[config.mk]
export PLATFORM = sky130hd
export DESIGN_NAME = tcc_status_control_regs
export DESIGN_NICKNAME = d
export VERILOG_FILES = /design/src/pkg/tcc_pkg.sv /design/src/verilog/tcc_toggle.sv /design/src/verilog/tcc_status_control_regs.sv
export SDC_FILE = /design/constraint.sdc
export NUM_CORES = 1
export LEC_CHECK = 0
export ABC_AREA = 1
export ABC_CLOCK_PERIOD_IN_PS = 2000
export BUFFER_PORTS_ARGS = -buffer_cell sky130_fd_sc_hd__buf_2
export CAP_MARGIN = 5
export CORE_ASPECT_RATIO = 1.5
export CORE_MARGIN = 3
export CORE_UTILIZATION = 30
export CTS_BUF_LIST = sky130_fd_sc_hd__clkbuf_4 sky130_fd_sc_hd__clkbuf_8
export CTS_CLUSTER_DIAMETER = 200
export DETAILED_ROUTE_END_ITERATION = 10
export GPL_ROUTABILITY_DRIVEN = 0
export PLACE_DENSITY = 0.6
export RECOVER_POWER = 100
export SKIP_CTS_REPAIR_TIMING = 1
export SYNTH_ARGS = -nofsm -noshare
export SYNTH_HDL_FRONTEND = slang
export SYNTH_SLANG_ARGS = --single-unit
[constraint.sdc]
create_clock -name sys_clk_i -period 2 [get_ports sys_clk_i]
set_clock_uncertainty 0.1 [all_clocks]
set_input_delay 0.1 -clock sys_clk_i [delete_from_list [all_inputs] [get_ports sys_clk_i]]
set_output_delay 0.1 -clock sys_clk_i [all_outputs]
set_load 0.02 [all_outputs]
[src/pkg/tcc_pkg.sv]
/*
  constants for the type-c cc status and control register bank: register
  offsets, field positions, reset values, field encodings and toggle timing.
  assumes a 20 MHz device clock; no imports, users write tcc_pkg::name.
*/
package tcc_pkg;
  // register offsets on the byte register port
  localparam logic [7:0] ADDR_CONN_STATUS = 8'h08; // connection_status
  localparam logic [7:0] ADDR_PORT_STATUS_CTRL = 8'h09; // port_status_control
  localparam logic [7:0] ADDR_GENERAL_CTRL = 8'h0A; // general_control
  // reset values
  localparam logic [7:0] RST_CONN_STATUS = 8'h00;
  localparam logic [7:0] RST_PORT_STATUS_CTRL = 8'h20;
  localparam logic [7:0] RST_GENERAL_CTRL = 8'h00;
  localparam logic [7:0] BYTE_ZERO = 8'h00; // unmapped read value
  // port_status_control field positions
  localparam int PSC_ATTACH_LSB = 6;
  localparam int PSC_ORIENT_BIT = 5;
  localparam int PSC_PENDING_BIT = 4;
  localparam int PSC_OVERCUR_BIT = 3;
  localparam int PSC_SHARE_LSB = 1;
  localparam int PSC_SINK_ACC_OFF_BIT = 0;
  // general_control field positions
  localparam int GC_SETTLE_LSB = 6;
  localparam int GC_ROLE_LSB = 4;
  localparam int GC_RESTART_BIT = 3;
  localparam int GC_PREF_LSB = 1;
  localparam int GC_TERM_OFF_BIT = 0;
  // connection_status field positions
  localparam int CS_ACC_LSB = 1;
  localparam int CS_CABLE_BIT = 0;
  // reset values of single fields
  localparam logic ORIENT_RST = 1'b1; // cc2
  localparam logic CABLE_RST = 1'b0;
  // attach_result encodings
  typedef enum logic [1:0] {
    ATT_NONE = 2'h0,
    ATT_SOURCE = 2'h1,
    ATT_SINK = 2'h2,
    ATT_ACCESSORY = 2'h3
  } tcc_attach_e;
  // accessory type encodings
  localparam logic [2:0] ACC_NONE = 3'h0;
  localparam logic [2:0] ACC_AUDIO = 3'h4;
  localparam logic [2:0] ACC_AUDIO_CHG = 3'h5;
  localparam logic [2:0] ACC_DEBUG_DFP = 3'h6;
  localparam logic [2:0] ACC_DEBUG_UFP = 3'h7;
  // port_role_setting encodings
  localparam logic [1:0] ROLE_DRP = 2'h0;
  localparam logic [1:0] ROLE_SINK = 2'h1;
  localparam logic [1:0] ROLE_SOURCE = 2'h2;
  localparam logic [1:0] ROLE_DRP_ALT = 2'h3;
  // toggle timing
  localparam int CLK_HZ = 20000000;
  localparam int TOGGLE_PERIOD_US = 100; // toggle_period, plain default
  localparam int TOGGLE_CYC = TOGGLE_PERIOD_US * (CLK_HZ / 1000000);
  localparam int SHARE_PCT_0 = 30;
  localparam int SHARE_PCT_1 = 40;
  localparam int SHARE_PCT_2 = 50;
  localparam int SHARE_PCT_3 = 60;
  localparam int TGL_CNT_W = 12;
  localparam logic [TGL_CNT_W-1:0] TGL_LAST = TGL_CNT_W'(TOGGLE_CYC - 1);
  localparam logic [TGL_CNT_W-1:0] TGL_SRC_0 = TGL_CNT_W'(TOGGLE_CYC * SHARE_PCT_0 / 100);
  localparam logic [TGL_CNT_W-1:0] TGL_SRC_1 = TGL_CNT_W'(TOGGLE_CYC * SHARE_PCT_1 / 100);
  localparam logic [TGL_CNT_W-1:0] TGL_SRC_2 = TGL_CNT_W'(TOGGLE_CYC * SHARE_PCT_2 / 100);
  localparam logic [TGL_CNT_W-1:0] TGL_SRC_3 = TGL_CNT_W'(TOGGLE_CYC * SHARE_PCT_3 / 100);
endpackage

[src/verilog/tcc_toggle.sv]
/*
  dual-role toggle timer: splits each toggle period into a source-advertise
  share and a sink share. assumes role and share come from flip-flops.
*/
`timescale 1ns/1ns
module tcc_toggle (
  input wire logic sys_clk_i, // device clock
  input wire logic nrst_i, // async reset, active low
  input wire logic enable_i, // high while the cc machine runs
  input wire logic [1:0] role_i, // effective port role
  input wire logic [1:0] share_i, // toggle_source_share
  output logic adv_source_o // high while advertising as source
);
  logic [tcc_pkg::TGL_CNT_W-1:0] cnt_ff; // position inside the period
  logic [tcc_pkg::TGL_CNT_W-1:0] src_len; // cycles spent as source
  logic adv_source_ff;

  // period counter, held at zero while disabled so a new period starts clean
  always_ff @(posedge sys_clk_i or negedge nrst_i) begin
    if (!nrst_i) begin
      cnt_ff <= '0;
    end else if (!enable_i || cnt_ff == tcc_pkg::TGL_LAST) begin
      cnt_ff <= '0;
    end else begin
      cnt_ff <= cnt_ff + 1'b1;
    end
  end

  // share lookup
  always_comb begin
    case (share_i)
      2'h0: src_len = tcc_pkg::TGL_SRC_0; // 30 percent
      2'h1: src_len = tcc_pkg::TGL_SRC_1; // 40 percent
      2'h2: src_len = tcc_pkg::TGL_SRC_2; // 50 percent
      2'h3: src_len = tcc_pkg::TGL_SRC_3; // 60 percent
      default: src_len = tcc_pkg::TGL_SRC_0;
    endcase
  end

  // advertise source first in each period, then sink
  always_ff @(posedge sys_clk_i or negedge nrst_i) begin
    if (!nrst_i) begin
      adv_source_ff <= 1'b0;
    end else if (!enable_i) begin
      adv_source_ff <= 1'b0; // disabled: no advertising at all
    end else begin
      case (role_i)
        tcc_pkg::ROLE_SINK: adv_source_ff <= 1'b0;
        tcc_pkg::ROLE_SOURCE: adv_source_ff <= 1'b1;
        default: adv_source_ff <= (cnt_ff < src_len);
      endcase
    end
  end

  assign adv_source_o = adv_source_ff;
endmodule

[src/verilog/tcc_status_control_regs.sv]
/*
  type-c cc status and control register bank with a simple byte register
  port (the serial framing in front of it lives elsewhere). detection results
  arrive as levels from the cc analog front end, synchronous to sys_clk_i.
*/
// Summary of operation
// - accessory type in 3-bit field, 000 none
// - cable flag follows active cable, zero after reset
// - attach_result encodes none, source, sink, accessory
// - orientation bit: 0 cc1, 1 cc2, reset 1
// - change_irq_n low while change_pending is one
// - change_pending holds until software clears it
// - overcurrent sets sticky fault, asserts interrupt, clearable
// - source share per toggle period from selector
// - sink_accessory_off blocks accessories in sink role and debug ufp in any role
// - general control fields and 0x00 reset value
// - port status control resets to 0x20
// - logic_restart resets detection state, self-clears
// - port role selection, honoured only in serial mode
// - termination_off removes termination, disables cc machine
`timescale 1ns/1ns
module tcc_status_control_regs (
  input wire logic sys_clk_i, // device clock, 20 MHz
  input wire logic nrst_i, // async reset, active low
  input wire logic [7:0] reg_addr_i, // register offset
  input wire logic [7:0] reg_wdata_i, // write data
  input wire logic reg_wr_i, // write strobe, one cycle
  input wire logic reg_rd_i, // read strobe, one cycle
  input wire logic serial_mode_i, // high when configured for serial control
  input wire logic [1:0] det_attach_i, // detected attach result
  input wire logic [2:0] det_accessory_i, // detected accessory type
  input wire logic det_cable_i, // active cable present
  input wire logic det_orient_i, // detected orientation, 1 = cc2
  input wire logic overcurrent_i, // cable-supply current limit tripped
  output logic [7:0] reg_rdata_o, // read data, valid cycle after strobe
  output logic change_irq_n_o, // interrupt, active low
  output logic term_enable_o, // cc termination applied
  output logic adv_source_o, // advertising as source
  output logic cc_restart_o, // one-cycle restart pulse to cc logic
  output logic [1:0] role_o, // effective port role
  output logic [1:0] role_pref_o, // role_preference to cc logic
  output logic [1:0] settle_sel_o, // cc_settle_time to cc logic
  output logic sink_acc_off_o // sink accessory support disabled
);
  // hardware-updated status
  logic [1:0] attach_ff; // attach_result
  logic [2:0] accessory_ff; // accessory type
  logic cable_ff; // powered_cable_seen
  logic orient_ff; // plug_orientation
  logic overcur_ff; // cable_supply_overcurrent
  logic pending_ff; // change_pending
  // software control
  logic [1:0] share_ff; // toggle_source_share
  logic sink_acc_off_ff; // sink_accessory_off
  logic [1:0] settle_ff; // cc_settle_time
  logic [1:0] role_set_ff; // port_role_setting
  logic restart_ff; // logic_restart, self-clearing
  logic [1:0] pref_ff; // role_preference
  logic term_off_ff; // termination_off
  // port outputs held in flip-flops
  logic [7:0] rdata_ff;
  logic irq_n_ff;
  // next values
  logic [1:0] nxt_attach;
  logic [2:0] nxt_accessory;
  logic nxt_cable;
  logic nxt_orient;
  logic nxt_overcur;
  logic nxt_pending;
  logic [1:0] nxt_role;
  logic wr_psc; // write to port_status_control
  logic wr_gc; // write to general_control
  logic acc_blocked; // accessory report suppressed
  logic changed; // any register value but change_pending and the restart self-clear moves this cycle
  logic [7:0] cs_val;
  logic [7:0] psc_val;
  logic [7:0] gc_val;
  logic adv_source_w;

  assign wr_psc = reg_wr_i && (reg_addr_i == tcc_pkg::ADDR_PORT_STATUS_CTRL);
  assign wr_gc = reg_wr_i && (reg_addr_i == tcc_pkg::ADDR_GENERAL_CTRL);

  // the role field only counts under serial control; pin mode runs dual-role
  assign nxt_role = serial_mode_i ? role_set_ff : tcc_pkg::ROLE_DRP;

  // accessories seen while sinking, and debug ufp accessories in any role, are dropped when support is switched off
  assign acc_blocked = sink_acc_off_ff && ((nxt_role == tcc_pkg::ROLE_SINK) ||
                       (det_accessory_i == tcc_pkg::ACC_DEBUG_UFP));

  // next detection status; restart and disabled cc machine force defaults
  always_comb begin
    nxt_attach = det_attach_i;
    nxt_accessory = det_accessory_i;
    nxt_cable = det_cable_i;
    nxt_orient = det_orient_i;
    if (restart_ff || term_off_ff) begin
      nxt_attach = tcc_pkg::ATT_NONE;
      nxt_accessory = tcc_pkg::ACC_NONE;
      nxt_cable = tcc_pkg::CABLE_RST;
      nxt_orient = tcc_pkg::ORIENT_RST;
    end else if (acc_blocked) begin
      nxt_accessory = tcc_pkg::ACC_NONE;
      if (det_attach_i == tcc_pkg::ATT_ACCESSORY) begin
        nxt_attach = tcc_pkg::ATT_NONE;
      end
    end
  end

  // fault is sticky; a trip in the clearing cycle keeps it set
  assign nxt_overcur = overcurrent_i ||
    (overcur_ff && !(wr_psc && reg_wdata_i[tcc_pkg::PSC_OVERCUR_BIT]));

  // any change of a stored value other than the pending bit itself and the restart self-clear
  assign changed = (nxt_attach != attach_ff) || (nxt_accessory != accessory_ff) ||
    (nxt_cable != cable_ff) || (nxt_orient != orient_ff) ||
    (nxt_overcur != overcur_ff) ||
    (wr_psc && (reg_wdata_i[2:0] != {share_ff, sink_acc_off_ff})) ||
    (wr_gc && (reg_wdata_i != gc_val));

  // pending: set wins over the write-one clear
  assign nxt_pending = changed ||
    (pending_ff && !(wr_psc && reg_wdata_i[tcc_pkg::PSC_PENDING_BIT]));

  // hardware-only status; the register port never writes these
  always_ff @(posedge sys_clk_i or negedge nrst_i) begin
    if (!nrst_i) begin
      attach_ff <= tcc_pkg::ATT_NONE;
      accessory_ff <= tcc_pkg::ACC_NONE;
      cable_ff <= tcc_pkg::CABLE_RST;
      orient_ff <= tcc_pkg::ORIENT_RST;
    end else begin
      attach_ff <= nxt_attach;
      accessory_ff <= nxt_accessory;
      cable_ff <= nxt_cable;
      orient_ff <= nxt_orient;
    end
  end

  // sticky fault and change flag
  always_ff @(posedge sys_clk_i or negedge nrst_i) begin
    if (!nrst_i) begin
      overcur_ff <= 1'b0;
      pending_ff <= 1'b0;
    end else begin
      overcur_ff <= nxt_overcur;
      pending_ff <= nxt_pending;
    end
  end

  // software fields of port_status_control
  always_ff @(posedge sys_clk_i or negedge nrst_i) begin
    if (!nrst_i) begin
      share_ff <= 2'h0;
      sink_acc_off_ff <= 1'b0;
    end else if (wr_psc) begin
      share_ff <= reg_wdata_i[tcc_pkg::PSC_SHARE_LSB +: 2];
      sink_acc_off_ff <= reg_wdata_i[tcc_pkg::PSC_SINK_ACC_OFF_BIT];
    end
  end

  // general_control; the restart bit lives for one cycle only
  always_ff @(posedge sys_clk_i or negedge nrst_i) begin
    if (!nrst_i) begin
      settle_ff <= 2'h0;
      role_set_ff <= 2'h0;
      pref_ff <= 2'h0;
      term_off_ff <= 1'b0;
      restart_ff <= 1'b0;
    end else begin
      restart_ff <= wr_gc && reg_wdata_i[tcc_pkg::GC_RESTART_BIT];
      if (wr_gc) begin
        settle_ff <= reg_wdata_i[tcc_pkg::GC_SETTLE_LSB +: 2];
        role_set_ff <= reg_wdata_i[tcc_pkg::GC_ROLE_LSB +: 2];
        pref_ff <= reg_wdata_i[tcc_pkg::GC_PREF_LSB +: 2];
        term_off_ff <= reg_wdata_i[tcc_pkg::GC_TERM_OFF_BIT];
      end
    end
  end

  // register images
  always_comb begin
    cs_val = tcc_pkg::RST_CONN_STATUS;
    cs_val[tcc_pkg::CS_ACC_LSB +: 3] = accessory_ff;
    cs_val[tcc_pkg::CS_CABLE_BIT] = cable_ff;
    psc_val = {attach_ff, orient_ff, pending_ff, overcur_ff, share_ff,
               sink_acc_off_ff};
    gc_val = {settle_ff, role_set_ff, restart_ff, pref_ff, term_off_ff};
  end

  // read port; unmapped offsets read as zero
  always_ff @(posedge sys_clk_i or negedge nrst_i) begin
    if (!nrst_i) begin
      rdata_ff <= tcc_pkg::BYTE_ZERO;
    end else if (reg_rd_i) begin
      case (reg_addr_i)
        tcc_pkg::ADDR_CONN_STATUS: rdata_ff <= cs_val;
        tcc_pkg::ADDR_PORT_STATUS_CTRL: rdata_ff <= psc_val;
        tcc_pkg::ADDR_GENERAL_CTRL: rdata_ff <= gc_val;
        default: rdata_ff <= tcc_pkg::BYTE_ZERO;
      endcase
    end
  end

  // interrupt moves on the same edge as the flags, taken from their next values
  always_ff @(posedge sys_clk_i or negedge nrst_i) begin
    if (!nrst_i) begin
      irq_n_ff <= 1'b1;
    end else begin
      irq_n_ff <= !(nxt_pending || nxt_overcur);
    end
  end

  // toggle timer runs only while termination is applied and not restarting
  tcc_toggle u_toggle (
    .sys_clk_i(sys_clk_i),
    .nrst_i(nrst_i),
    .enable_i(!term_off_ff && !restart_ff),
    .role_i(nxt_role),
    .share_i(share_ff),
    .adv_source_o(adv_source_w)
  );

  // registered control outputs
  logic term_en_ff;
  logic [1:0] role_ff;
  always_ff @(posedge sys_clk_i or negedge nrst_i) begin
    if (!nrst_i) begin
      term_en_ff <= 1'b1;
      role_ff <= tcc_pkg::ROLE_DRP;
    end else begin
      term_en_ff <= !term_off_ff;
      role_ff <= nxt_role;
    end
  end

  assign reg_rdata_o = rdata_ff;
  assign change_irq_n_o = irq_n_ff;
  assign term_enable_o = term_en_ff;
  assign adv_source_o = adv_source_w;
  assign cc_restart_o = restart_ff;
  assign role_o = role_ff;
  assign role_pref_o = pref_ff;
  assign settle_sel_o = settle_ff;
  assign sink_acc_off_o = sink_acc_off_ff;
endmodule

# Word level (Yosys, flattened, before mapping)
# Index checks and enable logic that the tools add are counted.
# op_classes
magnitude_cmp,1
reduce_logical,30
muxes,13
addsub,1
eq_ne,18
# op_table
op,count
12-bit case mux with 4 select lines,1
8-bit by 4-bit == test with 1-bit output (second input constant),3
8-bit case mux with 3 select lines,1
12-bit by 1-bit adder with 12-bit output (second input constant),1
12-bit by 11-bit == test with 1-bit output (second input constant),1
1-bit logical OR,12
12-bit less-than comparator,1
12-bit 2-to-1 mux,1
1-bit logical AND,11
2-bit == test (second input constant),4
2-bit 2-to-1 mux,4
8-bit inequality test,1
1-bit logical NOT,6
3-bit 2-to-1 mux,2
3-bit inequality test,2
2-bit by 1-bit == test with 1-bit output (second input constant),2
3-bit == test (second input constant),1
1-bit 2-to-1 mux,3
1-bit inequality test,3
2-bit logical NOT,1
2-bit inequality test,1
1-bit case mux with 2 select lines,1
# word_totals
output_inout_bits,19
word_cells,82
ff_bits,45
inputBits,29

# Longest topological paths before layout
# Gate-level depths: netlist (run 1).
# logic_depth
word_depth,16
ltp_mapped,13
depth_no_buf,13

# By module
# Synthesis (run 1) repeated with hierarchy kept, for this count alone.
# unflattened
hier_cells,348
area_unflattened_um2,2612.5
# modules_own_cells
mod,instances,area_each_um2,cells_per_inst,seq_area_each_um2
tcc_status_control_regs,1,1705.4,231,804.5
tcc_toggle,1,907.1,117,325.3

# Least setup slack after synthesis (run 1)
# No wires, ideal clock.
# synth_timing
path_type,reg2reg
start,reg share_ff[1]
end,"reg u_toggle.adv_source_ff, in the netlist u_toggle.adv_source_o"
synth_period_minus_slack_ps,1771
n_path_buf,0
setup_ps,123
stages_incl_launch_ff,10
t_arrival_ps,1548
t_required_ps,1777
path_slack_ps,229
cell_sequence,dfrtp_1 -> inv_1 -> ha_1 -> inv_1 -> ha_1 -> nand2_1 -> nor3b_1 -> o211ai_1 -> nand3_1 -> a21oi_1
# synth_between
elab_chain_len,5
word_cells_on_any_way,8
classes_between,order compare (1); eq/ne (3); mux (3); reduce/logical (1)
# synth_rtl
element,line_no,rtl
start: declaration,tcc_status_control_regs.sv:53,logic [1:0] share_ff;
start signal: assignment,tcc_status_control_regs.sv:156,share_ff <= reg_wdata_i[tcc_pkg::PSC_SHARE_LSB +: 2];
"2-bit == test, or another cell as far along",tcc_toggle.sv:31,case (share_i)
12-bit case mux with 4 select lines *,tcc_toggle.sv:31,
12-bit less-than comparator *,tcc_toggle.sv:50,default: adv_source_ff <= (cnt_ff < src_len);
1-bit case mux with 2 select lines *,tcc_toggle.sv:47,case (role_i)
1-bit 2-to-1 mux *,tcc_toggle.sv:44,end else if (!enable_i) begin
end signal: assignment,tcc_toggle.sv:50,
end: declaration,tcc_toggle.sv:16,logic adv_source_ff;
# Mark *: on every way between the ends. The rest lies on a longest branch, timed or not. The select of a mux whose other input is x is not followed.
# A chain may end at the register's enable or synchronous reset.

# Worst setup path after layout (run 1)
# Same ends and word-level chain as after synthesis.

==> flow_summary.toml, run 1 <==
[sta]
finalWorstSetupSlack_ns = 0.116
clock.fmax_mhz = 531
finalHoldViolCount = 4
final_max_slew_viol_count = 0
fin_crit_ns = 1.88
maxSlewHeadroom_pct = 51.9
holdWs_ns = -0.0130
final_min_period_over_clock_period_pct = 94.2
tightestPinTransition_ns = 0.721
setup_total_negative_slack_ns = 0
setup_violations = 0

[synth]
syn-num-nets = 387
yosys.area_share.adder_pct = 6.28
avgSynthCellArea_um2 = 7.50
combinational_family_with_the_most_area_after_synthesis = "simple AND/OR/NAND/NOR gates"
synth_xor_area_share_pct = 1.69
yosys.cell_types.count = 33
synth-seq-cells = 45
ys.warnings.count = 0
syn_inst = 345
complex_gate_fraction_of_the_synthesized_area_pct = 9.13
post_synth_and_or_nand_nor_area_fraction_pct = 29.9
post_synth_instance_area_um2 = 2590
synthMuxAreaShare_pct = 0
synth.yosys.seq_area_share_pct = 43.6

[setup_path]
worst-r2r-cell-count = 9
destination_of_the_worst_register_to_register_timing_path = "u_toggle.adv_source_o"
cp.buffers_inverters = 2
cp_data_required_time_ns = 2.08
critical_path_class = "flip-flop to flip-flop"
cp_cell_sequence = "inv_1, ha_1, inv_1, ha_1, nand2_1, nor3b_2, o211ai_1, nand3_1, a21oi_1"
slack_of_the_worst_reg_to_reg_path_ns = 0.12
worst_path_largest_cell_delay_ns = 0.44
setup.worst_path.start_class = "flip-flop"
crit-reg2reg-launch = "share_ff[1]"
highest_delay_cell_along_the_critical_path = "sky130_fd_sc_hd__dfrtp_1"
critical_path_peak_fanout = 5
cp_data_arrival_time_ns = 1.97
cpLargestDelayFamily = "adder cells"
cp-end-kind = "flip-flop"

[global_route]
antenna_violations_before_repair = 0
first_global_vias = 2296
grtUsageTotal_pct = 13.3
global_route.overflow_total = 0
grt_max_degree = 30
wire_length_of_the_first_global_routing_pass_um = 10200

[die]
core_region_area_um2 = 8210
start_util_pct = 31.5
dieArea_um2 = 9800
core.rowCount = 40
pin_count = 48
chipWidth_um = 81.8
die_h_um = 120

[placement]
place.detailed.instances = 499
port-buffer-count = 47
dpl.hpwl_um = 5040
dpl_cell_area_um2 = 2980
dp_worst_setup_slack_ns = 0.0537

[outcome]
violations_in_the_final_reports = "negative hold slack"
run_status = "complete, but fails checks"

[cells_and_area]
post-route-cell-area_um2 = 3140
antennaDiodeCount = 0
area_growth_syn_to_layout_pct = 21.3
finalNonFillerCells = 517
most-common-layout-cells = "sky130_fd_sc_hd__nand2_1, sky130_fd_sc_hd__inv_1, sky130_fd_sc_hd__dfrtp_1, sky130_fd_sc_hd__nor2_1, sky130_fd_sc_hd__buf_2"
multiInputGateArea_um2 = 1200
most_common_cell_after_layout_fill_and_taps_aside = "sky130_fd_sc_hd__nand2_1"
finalCoreUtilization_pct = 38.2
register_cell_area_after_layout_um2 = 1130
num-nets-final = 453
filler_cell_count = 898
drive_gt1_share_pct = 11.9

[power_and_ir_drop]
sum_of_internal_switching_and_leakage_power_mw = 1.97
netSwitchingFraction_pct = 25.6
share_comb_of_total_power_pct = 14.1
cellInternalPower_mw = 1.46
power.density_cell_area_nw_per_um2 = 627
pwr-share-clk_pct = 36.7
leakagePower_nw = 1.63
vdd.ir_drop.worst_v = 0.000366
switchingPower_uw = 505
pwr-share-seq_pct = 49.1

[min_path]
timing.hold.worst_endpoint = "role_pref_o[0]"
hold_path_depth = 3
hold_path.class = "input pin to flip-flop"
worst_hold_startpoint = "reg_wdata_i[1]"

[cts]
tritoncts_num_sinks = 45
htreeDepth = 2
clock_tree_from_tritoncts = "yes"
cts_buffers = 5
ctsLongestPathBuffers = 2
cts_root_buf = "sky130_fd_sc_hd__clkbuf_8"
worst_setup_hold_path_clk_slew_ns = 0.08
insertion_delay_to_the_later_sink_of_the_worst_skew_pair_ns = 0.29

[run]
drv.max_cap_violation_count = 0

[route]
routed_via_density = 4.61
wl_um = 6250
remaining_drc_errors = 0
detailedRoute.firstPassIterationCount = 5
detailroute.via_count = 2384
drt-initial-drc-count = 100
route.antenna.remaining_nets = 0
wl_per_cell_um = 12.1
==> registers in the layout, indices dropped and copies added, names as in the netlist, 2 cells and up <==
name             count
u_toggle.cnt_ff     12
reg_rdata_o          8
accessory_ff         3
attach_ff            2
role_o               2
role_pref_o          2
role_set_ff          2
settle_sel_o         2
share_ff             2
==> layer usage <==
metal	part of all wire (%)	track usage (%)
met5	0	0
met4	2.1	4.57
met3	4.1	2.25
met2	53	24.6
met1	41	14.7
==> synth_stat cells <==
cell type                  count  area (um2)
sky130_fd_sc_hd__nand4_1       3        18.8
sky130_fd_sc_hd__nand2_2       3        18.8
sky130_fd_sc_hd__and3_1        1        6.26
sky130_fd_sc_hd__nor3b_1       3        22.5
sky130_fd_sc_hd__nor2_4        2        22.5
sky130_fd_sc_hd__dfrtp_1      42        1050
sky130_fd_sc_hd__a21oi_1      11        55.1
sky130_fd_sc_hd__nand3_1      16        80.1
sky130_fd_sc_hd__buf_2         1        5.00
sky130_fd_sc_hd__nand4_2       1        12.5
sky130_fd_sc_hd__a221oi_1      1        8.76
sky130_fd_sc_hd__a21o_1        1        7.51
sky130_fd_sc_hd__nand2_1     102         383
sky130_fd_sc_hd__nor4_1        1        6.26
sky130_fd_sc_hd__dfstp_2       3        78.8
sky130_fd_sc_hd__inv_1        57         214
sky130_fd_sc_hd__o21ai_1       2        10.0
sky130_fd_sc_hd__o21a_1        1        7.51
sky130_fd_sc_hd__xnor2_1       4        35.0
sky130_fd_sc_hd__nand2_4       1        11.3
sky130_fd_sc_hd__nor2_1       27         101
sky130_fd_sc_hd__buf_1         1        3.75
sky130_fd_sc_hd__a211oi_1      1        7.51
sky130_fd_sc_hd__o211ai_1      1        7.51
sky130_fd_sc_hd__xor2_1        1        8.76
sky130_fd_sc_hd__inv_2         3        11.3
sky130_fd_sc_hd__o21ai_0      19        95.1
sky130_fd_sc_hd__o22ai_1       6        37.5
sky130_fd_sc_hd__ha_1         13         163
sky130_fd_sc_hd__buf_4         1        7.51
sky130_fd_sc_hd__nor2_2        5        31.3
sky130_fd_sc_hd__nand3_2       1        10.0
sky130_fd_sc_hd__nor3_1       10        50.1
==> area by class of cell <==
class / count / area share, %
clock buffer: 7 / 2.87
clock inverter: 1 / 0.957
inverter: 60 / 7.17
multi-input combinational: 237 / 38.2
sequential: 45 / 36.0
tap: 105 / 4.18
timing repair buffer: 62 / 10.6
==> tightest hold or removal path: stages <==
cell	delay, ns
sky130_fd_sc_hd__buf_2	0.13
sky130_fd_sc_hd__nand2_1	0.06
sky130_fd_sc_hd__o21ai_0	0.06
==> worst max path at each step <==
stage,from,endpoint,cells after the start
floorplan,share_ff[1],u_toggle.adv_source_o,9
global placement,share_ff[1],u_toggle.adv_source_o,9
detailed placement,share_ff[1],u_toggle.adv_source_o,9
CTS,share_ff[1],u_toggle.adv_source_o,9
global route,share_ff[1],u_toggle.adv_source_o,9
finish,share_ff[1],u_toggle.adv_source_o,9
==> logic make-up (layout without fill, tap and decap cells) <==
group / count (synthesis) / in the layout
flops: 45 / 45
xor+xnor: 5 / 5
compound gates: 43 / 43
simple gates: 176 / 176
fa+ha+maj: 13 / 13
buf+inv: 63 / 130
==> power groups by stage <==
stage / clock [mW] / sequential, mW / combinational (mW)
2_1_floorplan: 0 / 0.998 / 0.142
3_3_place_gp: 0 / 0.983 / 0.272
3_5_place_dp: 0 / 0.985 / 0.276
4_1_cts: 0.758 / 0.967 / 0.278
5_1_grt: 0.790 / 0.972 / 0.323
6_report: 0.723 / 0.967 / 0.278
Note: power is estimated with default switching activity, not from simulation.
==> inputs of run 2 (changes only) <==
--- a/config.mk
+++ b/config.mk
@@ -12,7 +12,7 @@
 export CORE_ASPECT_RATIO = 1.5
 export CORE_MARGIN = 3
 export CORE_UTILIZATION = 30
-export CTS_BUF_LIST = sky130_fd_sc_hd__clkbuf_4 sky130_fd_sc_hd__clkbuf_8
+export CTS_BUF_LIST = sky130_fd_sc_hd__clkbuf_8
 export CTS_CLUSTER_DIAMETER = 200
 export DETAILED_ROUTE_END_ITERATION = 10
 export GPL_ROUTABILITY_DRIVEN = 0
==> flow_summary.toml, run 2 (synthesis gave the netlist of run 1 again) <==
[setup_path]
cp-endpoint = "u_toggle.adv_source_o"
setup.worst_path.start_class = "flip-flop"
highest_delay_cell_along_the_critical_path = "sky130_fd_sc_hd__dfrtp_1"
cpLargestDelayFamily = "adder cells"
cp_cell_sequence = "inv_1, ha_1, inv_1, ha_1, nand2_1, nor3b_2, o211ai_1, nand3_1, a21oi_1"
worst_path_largest_cell_delay_ns = 0.44
slack_of_the_worst_reg_to_reg_path_ns = 0.12
cp.buffers_inverters = 2
cp-startpoint = "share_ff[1]"
cp-end-kind = "flip-flop"
worst-r2r-cell-count = 9
critical_path_peak_fanout = 5
timing.critical_path.depth = 9
crit-reg2reg-launch = "share_ff[1]"
destination_of_the_worst_register_to_register_timing_path = "u_toggle.adv_source_o"
cp_data_required_time_ns = 2.08
cp_data_arrival_time_ns = 1.97
critical_path_class = "flip-flop to flip-flop"

[cts]
worst_setup_hold_path_clk_slew_ns = 0.08
ctsLongestPathBuffers = 2
cts_root_buf = "sky130_fd_sc_hd__clkbuf_8"
clock_tree_from_tritoncts = "yes"
insertion_delay_to_the_later_sink_of_the_worst_skew_pair_ns = 0.29
cts_buffers = 5
htreeDepth = 2
tritoncts_num_sinks = 45

[power_and_ir_drop]
vdd.ir_drop.worst_v = 0.000366
power.density_cell_area_nw_per_um2 = 622
netSwitchingFraction_pct = 25.9
share_comb_of_total_power_pct = 14.3
cellInternalPower_mw = 1.45
switchingPower_uw = 506
pwr-share-seq_pct = 49.6
sum_of_internal_switching_and_leakage_power_mw = 1.95
leakagePower_nw = 1.63
pwr-share-clk_pct = 36.2

[route]
remaining_drc_errors = 0
routed_via_density = 4.60
drt-initial-drc-count = 112
wl_um = 6250
route.antenna.remaining_nets = 0
detailedRoute.firstPassIterationCount = 5
wl_per_cell_um = 12.1
detailroute.via_count = 2376

[die]
core.rowCount = 40
dieArea_um2 = 9800
start_util_pct = 31.5
chipWidth_um = 81.8
core_region_area_um2 = 8210
pin_count = 48
die_h_um = 120

[cells_and_area]
post-route-cell-area_um2 = 3140
filler_cell_count = 898
drive_gt1_share_pct = 11.7
antennaDiodeCount = 0
area_growth_syn_to_layout_pct = 21.1
registers.top_by_ff_count = "u_toggle.cnt_ff"
most-common-layout-cells = "sky130_fd_sc_hd__nand2_1, sky130_fd_sc_hd__inv_1, sky130_fd_sc_hd__dfrtp_1, sky130_fd_sc_hd__nor2_1, sky130_fd_sc_hd__buf_2"
most_common_cell_after_layout_fill_and_taps_aside = "sky130_fd_sc_hd__nand2_1"
num-nets-final = 453
largest_register_ffs = 12

[sta]
finalWorstSetupSlack_ns = 0.116
holdWs_ns = -0.0129
clock.fmax_mhz = 531
maxSlewHeadroom_pct = 51.7
final_max_slew_viol_count = 0
finalHoldViolCount = 4
setup_violations = 0
setup_total_negative_slack_ns = 0
final_min_period_over_clock_period_pct = 94.2
fin_crit_ns = 1.88
tightestPinTransition_ns = 0.725

[global_route]
antenna_violations_before_repair = 0
grtUsageTotal_pct = 13.3
grt_max_degree = 30
first_global_vias = 2293
wire_length_of_the_first_global_routing_pass_um = 10200
global_route.overflow_total = 0

[placement]
dpl_cell_area_um2 = 2980
dpl.hpwl_um = 5040
dp_worst_setup_slack_ns = 0.0537
port-buffer-count = 47

[outcome]
violations_in_the_final_reports = "negative hold slack"
run_status = "complete, but fails checks"

[min_path]
hold_path.class = "input pin to flip-flop"

[run]
drv.max_cap_violation_count = 0
run 2: changes by cell type in the layout (fill, tap and decap cells not counted), sizes merged:
cell,before,now
inv,60,61
clkbuf,33,32
run 2: worst min path at each step:
stage | slack, ns | cells past startpoint | startpoint | endpoint
global route | 0.002 | 3 | reg_wdata_i[1] | role_pref_o[0]
detailed placement | 0.07 | 1 | nrst_i | u_toggle.cnt_ff[8]
global placement | 0.08 | 1 | nrst_i | u_toggle.cnt_ff[8]
CTS | -0.26 | 1 | nrst_i | u_toggle.cnt_ff[6]
floorplan | -0.30 | 0 | nrst_i | accessory_ff[0]
finish | -0.01 | 3 | reg_wdata_i[1] | role_pref_o[0]
run 2: routing by layer:
layer | vias up | part of all wire [%] | GRT usage [%]
met5 | - | 0 | 0
met4 | 0 | 2.1 | 4.57
met3 | 11 | 4.0 | 2.25
met2 | 55 | 53 | 24.7
met1 | 1090 | 41 | 14.7
li1 | 1220 | - | -
run 2: power by group through the flow:
stage          registers, mW  clock network [mW]  logic (mW)
2_1_floorplan          0.998                   0       0.142
3_3_place_gp           0.983                   0       0.272
3_5_place_dp           0.985                   0       0.276
4_1_cts                0.967               0.740       0.278
5_1_grt                0.972               0.772       0.323
6_report               0.967               0.706       0.278
run 2: area by class of cell:
cell class	count	area [um2]	share of cell area [%]
tap	105	131	4.19
multi-input combinational	237	1200	38.3
inverter	60	225	7.18
clock inverter	2	33.8	1.08
timing repair buffer	62	333	10.6
clock buffer	6	82.6	2.63
sequential	45	1130	36.0
run 2: through the flow:
| stage | utilization [%] | cells |
|---|---|---|
| floorplan | - | 345 |
| global placement | 36.3 | 499 |
| detailed placement | 36.3 | 499 |
| CTS | 37.7 | 507 |
| global route | 38.2 | 517 |
| finish | 38.2 | 517 |
run 2: worst min-delay path: stages:
cell	delay [ns]
sky130_fd_sc_hd__buf_2	0.13
sky130_fd_sc_hd__nand2_1	0.06
sky130_fd_sc_hd__o21ai_0	0.06
==> inputs of run 3 (changes only) <==
--- a/config.mk
+++ b/config.mk
@@ -5,7 +5,6 @@
 export SDC_FILE = /design/constraint.sdc
 export NUM_CORES = 1
 export LEC_CHECK = 0
-export ABC_AREA = 1
 export ABC_CLOCK_PERIOD_IN_PS = 2000
 export BUFFER_PORTS_ARGS = -buffer_cell sky130_fd_sc_hd__buf_2
 export CAP_MARGIN = 5
@@ -16,7 +15,7 @@
 export CTS_CLUSTER_DIAMETER = 200
 export DETAILED_ROUTE_END_ITERATION = 10
 export GPL_ROUTABILITY_DRIVEN = 0
-export PLACE_DENSITY = 0.6
+export PLACE_DENSITY = 0.61
 export RECOVER_POWER = 100
 export SKIP_CTS_REPAIR_TIMING = 1
 export SYNTH_ARGS = -nofsm -noshare
==> flow_summary.toml, run 3 <==
[outcome]
run_status = "complete, no violations"

[synth]
yosysTopAreaCellShare_pct = 42.0
synth_most_common_cell = "sky130_fd_sc_hd__dfrtp_1"
ys.warnings.count = 0
synthArstFlopShare_pct = 100
synth.yosys.seq_area_share_pct = 45.1
synth_top_flop_cell = "sky130_fd_sc_hd__dfrtp_1"
post_synth_main_area_contributors = "sky130_fd_sc_hd__dfrtp_1, sky130_fd_sc_hd__ha_1, sky130_fd_sc_hd__xnor2_1"
post_synth_instance_area_um2 = 2500
avgSynthCellArea_um2 = 10.4
post-synth-top-area-cell = "sky130_fd_sc_hd__dfrtp_1"
syn_inst = 240
synth-seq-cells = 45
synth_edf_count = 0
yosys.cell_types.count = 49
yosys-top-cells-count = "sky130_fd_sc_hd__dfrtp_1, sky130_fd_sc_hd__nor2_1, sky130_fd_sc_hd__inv_1"
syn-num-nets = 282

[setup_path]
cp-end-kind = "flip-flop"
cp_data_required_time_ns = 2.06
worst-r2r-cell-count = 7
critical_path_class = "flip-flop to flip-flop"
cp-startpoint = "role_set_ff[0]"
slack_of_the_worst_reg_to_reg_path_ns = 0.03
crit-reg2reg-launch = "role_set_ff[0]"
setup.worst_path.start_class = "flip-flop"
cp-endpoint = "pending_ff"
destination_of_the_worst_register_to_register_timing_path = "pending_ff"
cp_data_arrival_time_ns = 2.04
critical_path_peak_fanout = 2

[sta]
finalHoldViolCount = 0
tightestPinTransition_ns = 1.37
final_min_period_over_clock_period_pct = 98.7
grt_setup_unrepaired = "yes"
finalWorstSetupSlack_ns = 0.0255
holdWs_ns = 0.00486
fin_crit_ns = 1.97
maxSlewHeadroom_pct = 8.62
clock.fmax_mhz = 506
final_max_slew_viol_count = 0
setup_total_negative_slack_ns = 0
setup_violations = 0

[cells_and_area]
drive_gt1_share_pct = 31.0
registers.top_by_ff_count = "u_toggle.cnt_ff"
largest_register_ffs = 12
num-nets-final = 354
area_growth_syn_to_layout_pct = 26.8
most-common-layout-cells = "sky130_fd_sc_hd__buf_2, sky130_fd_sc_hd__dfrtp_1, sky130_fd_sc_hd__nor2_1, sky130_fd_sc_hd__inv_1, sky130_fd_sc_hd__buf_4"
finalNonFillerCells = 418
antennaDiodeCount = 0
most_common_cell_after_layout_fill_and_taps_aside = "sky130_fd_sc_hd__buf_2"

[route]
detailedRoute.firstPassIterationCount = 4
routed_via_density = 4.83
detailroute.via_count = 2018
remaining_drc_errors = 0
wl_per_cell_um = 14.7
drt-initial-drc-count = 32
route.antenna.remaining_nets = 0
wl_um = 6160

[cts]
clock_tree_from_tritoncts = "yes"
cts_root_buf = "sky130_fd_sc_hd__clkbuf_8"
tritoncts_num_sinks = 45
htreeDepth = 2
worst_setup_hold_path_clk_slew_ns = 0.08
ctsLongestPathBuffers = 2
cts_buffers = 5
insertion_delay_to_the_later_sink_of_the_worst_skew_pair_ns = 0.30

[global_route]
first_global_vias = 2065
grtUsageTotal_pct = 13.5
global_route.overflow_total = 0
antenna_violations_before_repair = 0
grt_max_degree = 24
wire_length_of_the_first_global_routing_pass_um = 9930

[die]
pin_count = 48
dieArea_um2 = 9500
chipWidth_um = 80.6
die_h_um = 118
core_region_area_um2 = 8060
core.rowCount = 40
start_util_pct = 31.1

[min_path]
hold_path_depth = 2
hold_path.class = "input pin to flip-flop"
worst_hold_startpoint = "reg_wdata_i[2]"

[run]
drv.max_cap_violation_count = 0

[placement]
place.detailed.instances = 399
port-buffer-count = 47
dp_worst_setup_slack_ns = -0.129
dpl.hpwl_um = 4910

[power_and_ir_drop]
leakagePower_nw = 1.49
vdd.ir_drop.worst_v = 0.000410
power.density_cell_area_nw_per_um2 = 670
[run 3: cell count changes in the layout (fill, tap and decap cells not counted), moves of 5 or more]
cell,before,now
sky130_fd_sc_hd__buf_4,1,17
sky130_fd_sc_hd__xnor2_1,4,16
sky130_fd_sc_hd__xor2_1,1,10
sky130_fd_sc_hd__clkbuf_1,24,1
sky130_fd_sc_hd__nor3_1,10,0
sky130_fd_sc_hd__mux2_2,0,10
sky130_fd_sc_hd__nand3_1,17,10
sky130_fd_sc_hd__and3_1,1,6
sky130_fd_sc_hd__o21ai_0,21,7
sky130_fd_sc_hd__inv_1,59,23
sky130_fd_sc_hd__nand2_1,103,7
sky130_fd_sc_hd__buf_2,25,46
sky130_fd_sc_hd__nor2_1,31,24
sky130_fd_sc_hd__a21oi_1,11,6
[run 3: worst min path at each step]
stage                              end  slack, ns
floorplan              accessory_ff[0]      -0.30
global placement       accessory_ff[0]       0.02
detailed placement  u_toggle.cnt_ff[1]       0.02
CTS                     reg_rdata_o[0]      -0.30
global route               term_off_ff       0.01
finish                  role_pref_o[1]      0.005
[run 3: critical path, cell delays in order (launching register included)]
cell	delay, ns
sky130_fd_sc_hd__dfrtp_1	0.39
sky130_fd_sc_hd__and2_4	0.15
sky130_fd_sc_hd__ha_4	0.17
sky130_fd_sc_hd__a31o_4	0.21
sky130_fd_sc_hd__a311oi_2	0.26
sky130_fd_sc_hd__xor2_1	0.13
sky130_fd_sc_hd__nor4_2	0.27
sky130_fd_sc_hd__o2111ai_1	0.16
[run 3: cell type report]
cell class                 instances  area (um2)
clock buffer                       6        82.6
multi-input combinational        166        1290
clock inverter                     2        7.51
inverter                          21        78.8
fill                             793        4880
timing repair buffer              73         452
tap                              105         131
sequential                        45        1130
[run 3: logic make-up after synthesis]
| family | share of synthesized area [%] |
|---|---|
| compound gates | 10.8 |
| xor+xnor | 9.10 |
| fa+ha+maj | 6.50 |
| buf+inv | 5.10 |
| flops | 45.1 |
| mux | 6.10 |
| simple gates | 17.3 |
[run 3: layer usage]
| metal | track usage (%) | share of wire, % | vias up |
|---|---|---|---|
| li1 | - | - | 989 |
| met1 | 15.4 | 39 | 952 |
| met2 | 23.8 | 52 | 59 |
| met3 | 2.60 | 5.0 | 18 |
| met4 | 6.03 | 3.8 | 0 |
| met5 | 0 | 0 | - |
[run 3: power by group]
group,total (mW),internal (mW),switching [mW]
Sequential,1.10,1.00,0.100
Clock,0.570,0.272,0.298
Combinational,0.456,0.224,0.232
[run 3: per-stage QoR]
step                util (%)  power, mW  cell area, um2
finish                  39.4       2.13            3180
CTS                     37.8       2.13            3050
global placement        36.7       1.54            2960
detailed placement      36.7       1.55            2960
global route            39.4       2.27            3180
floorplan                  -       1.38            2530
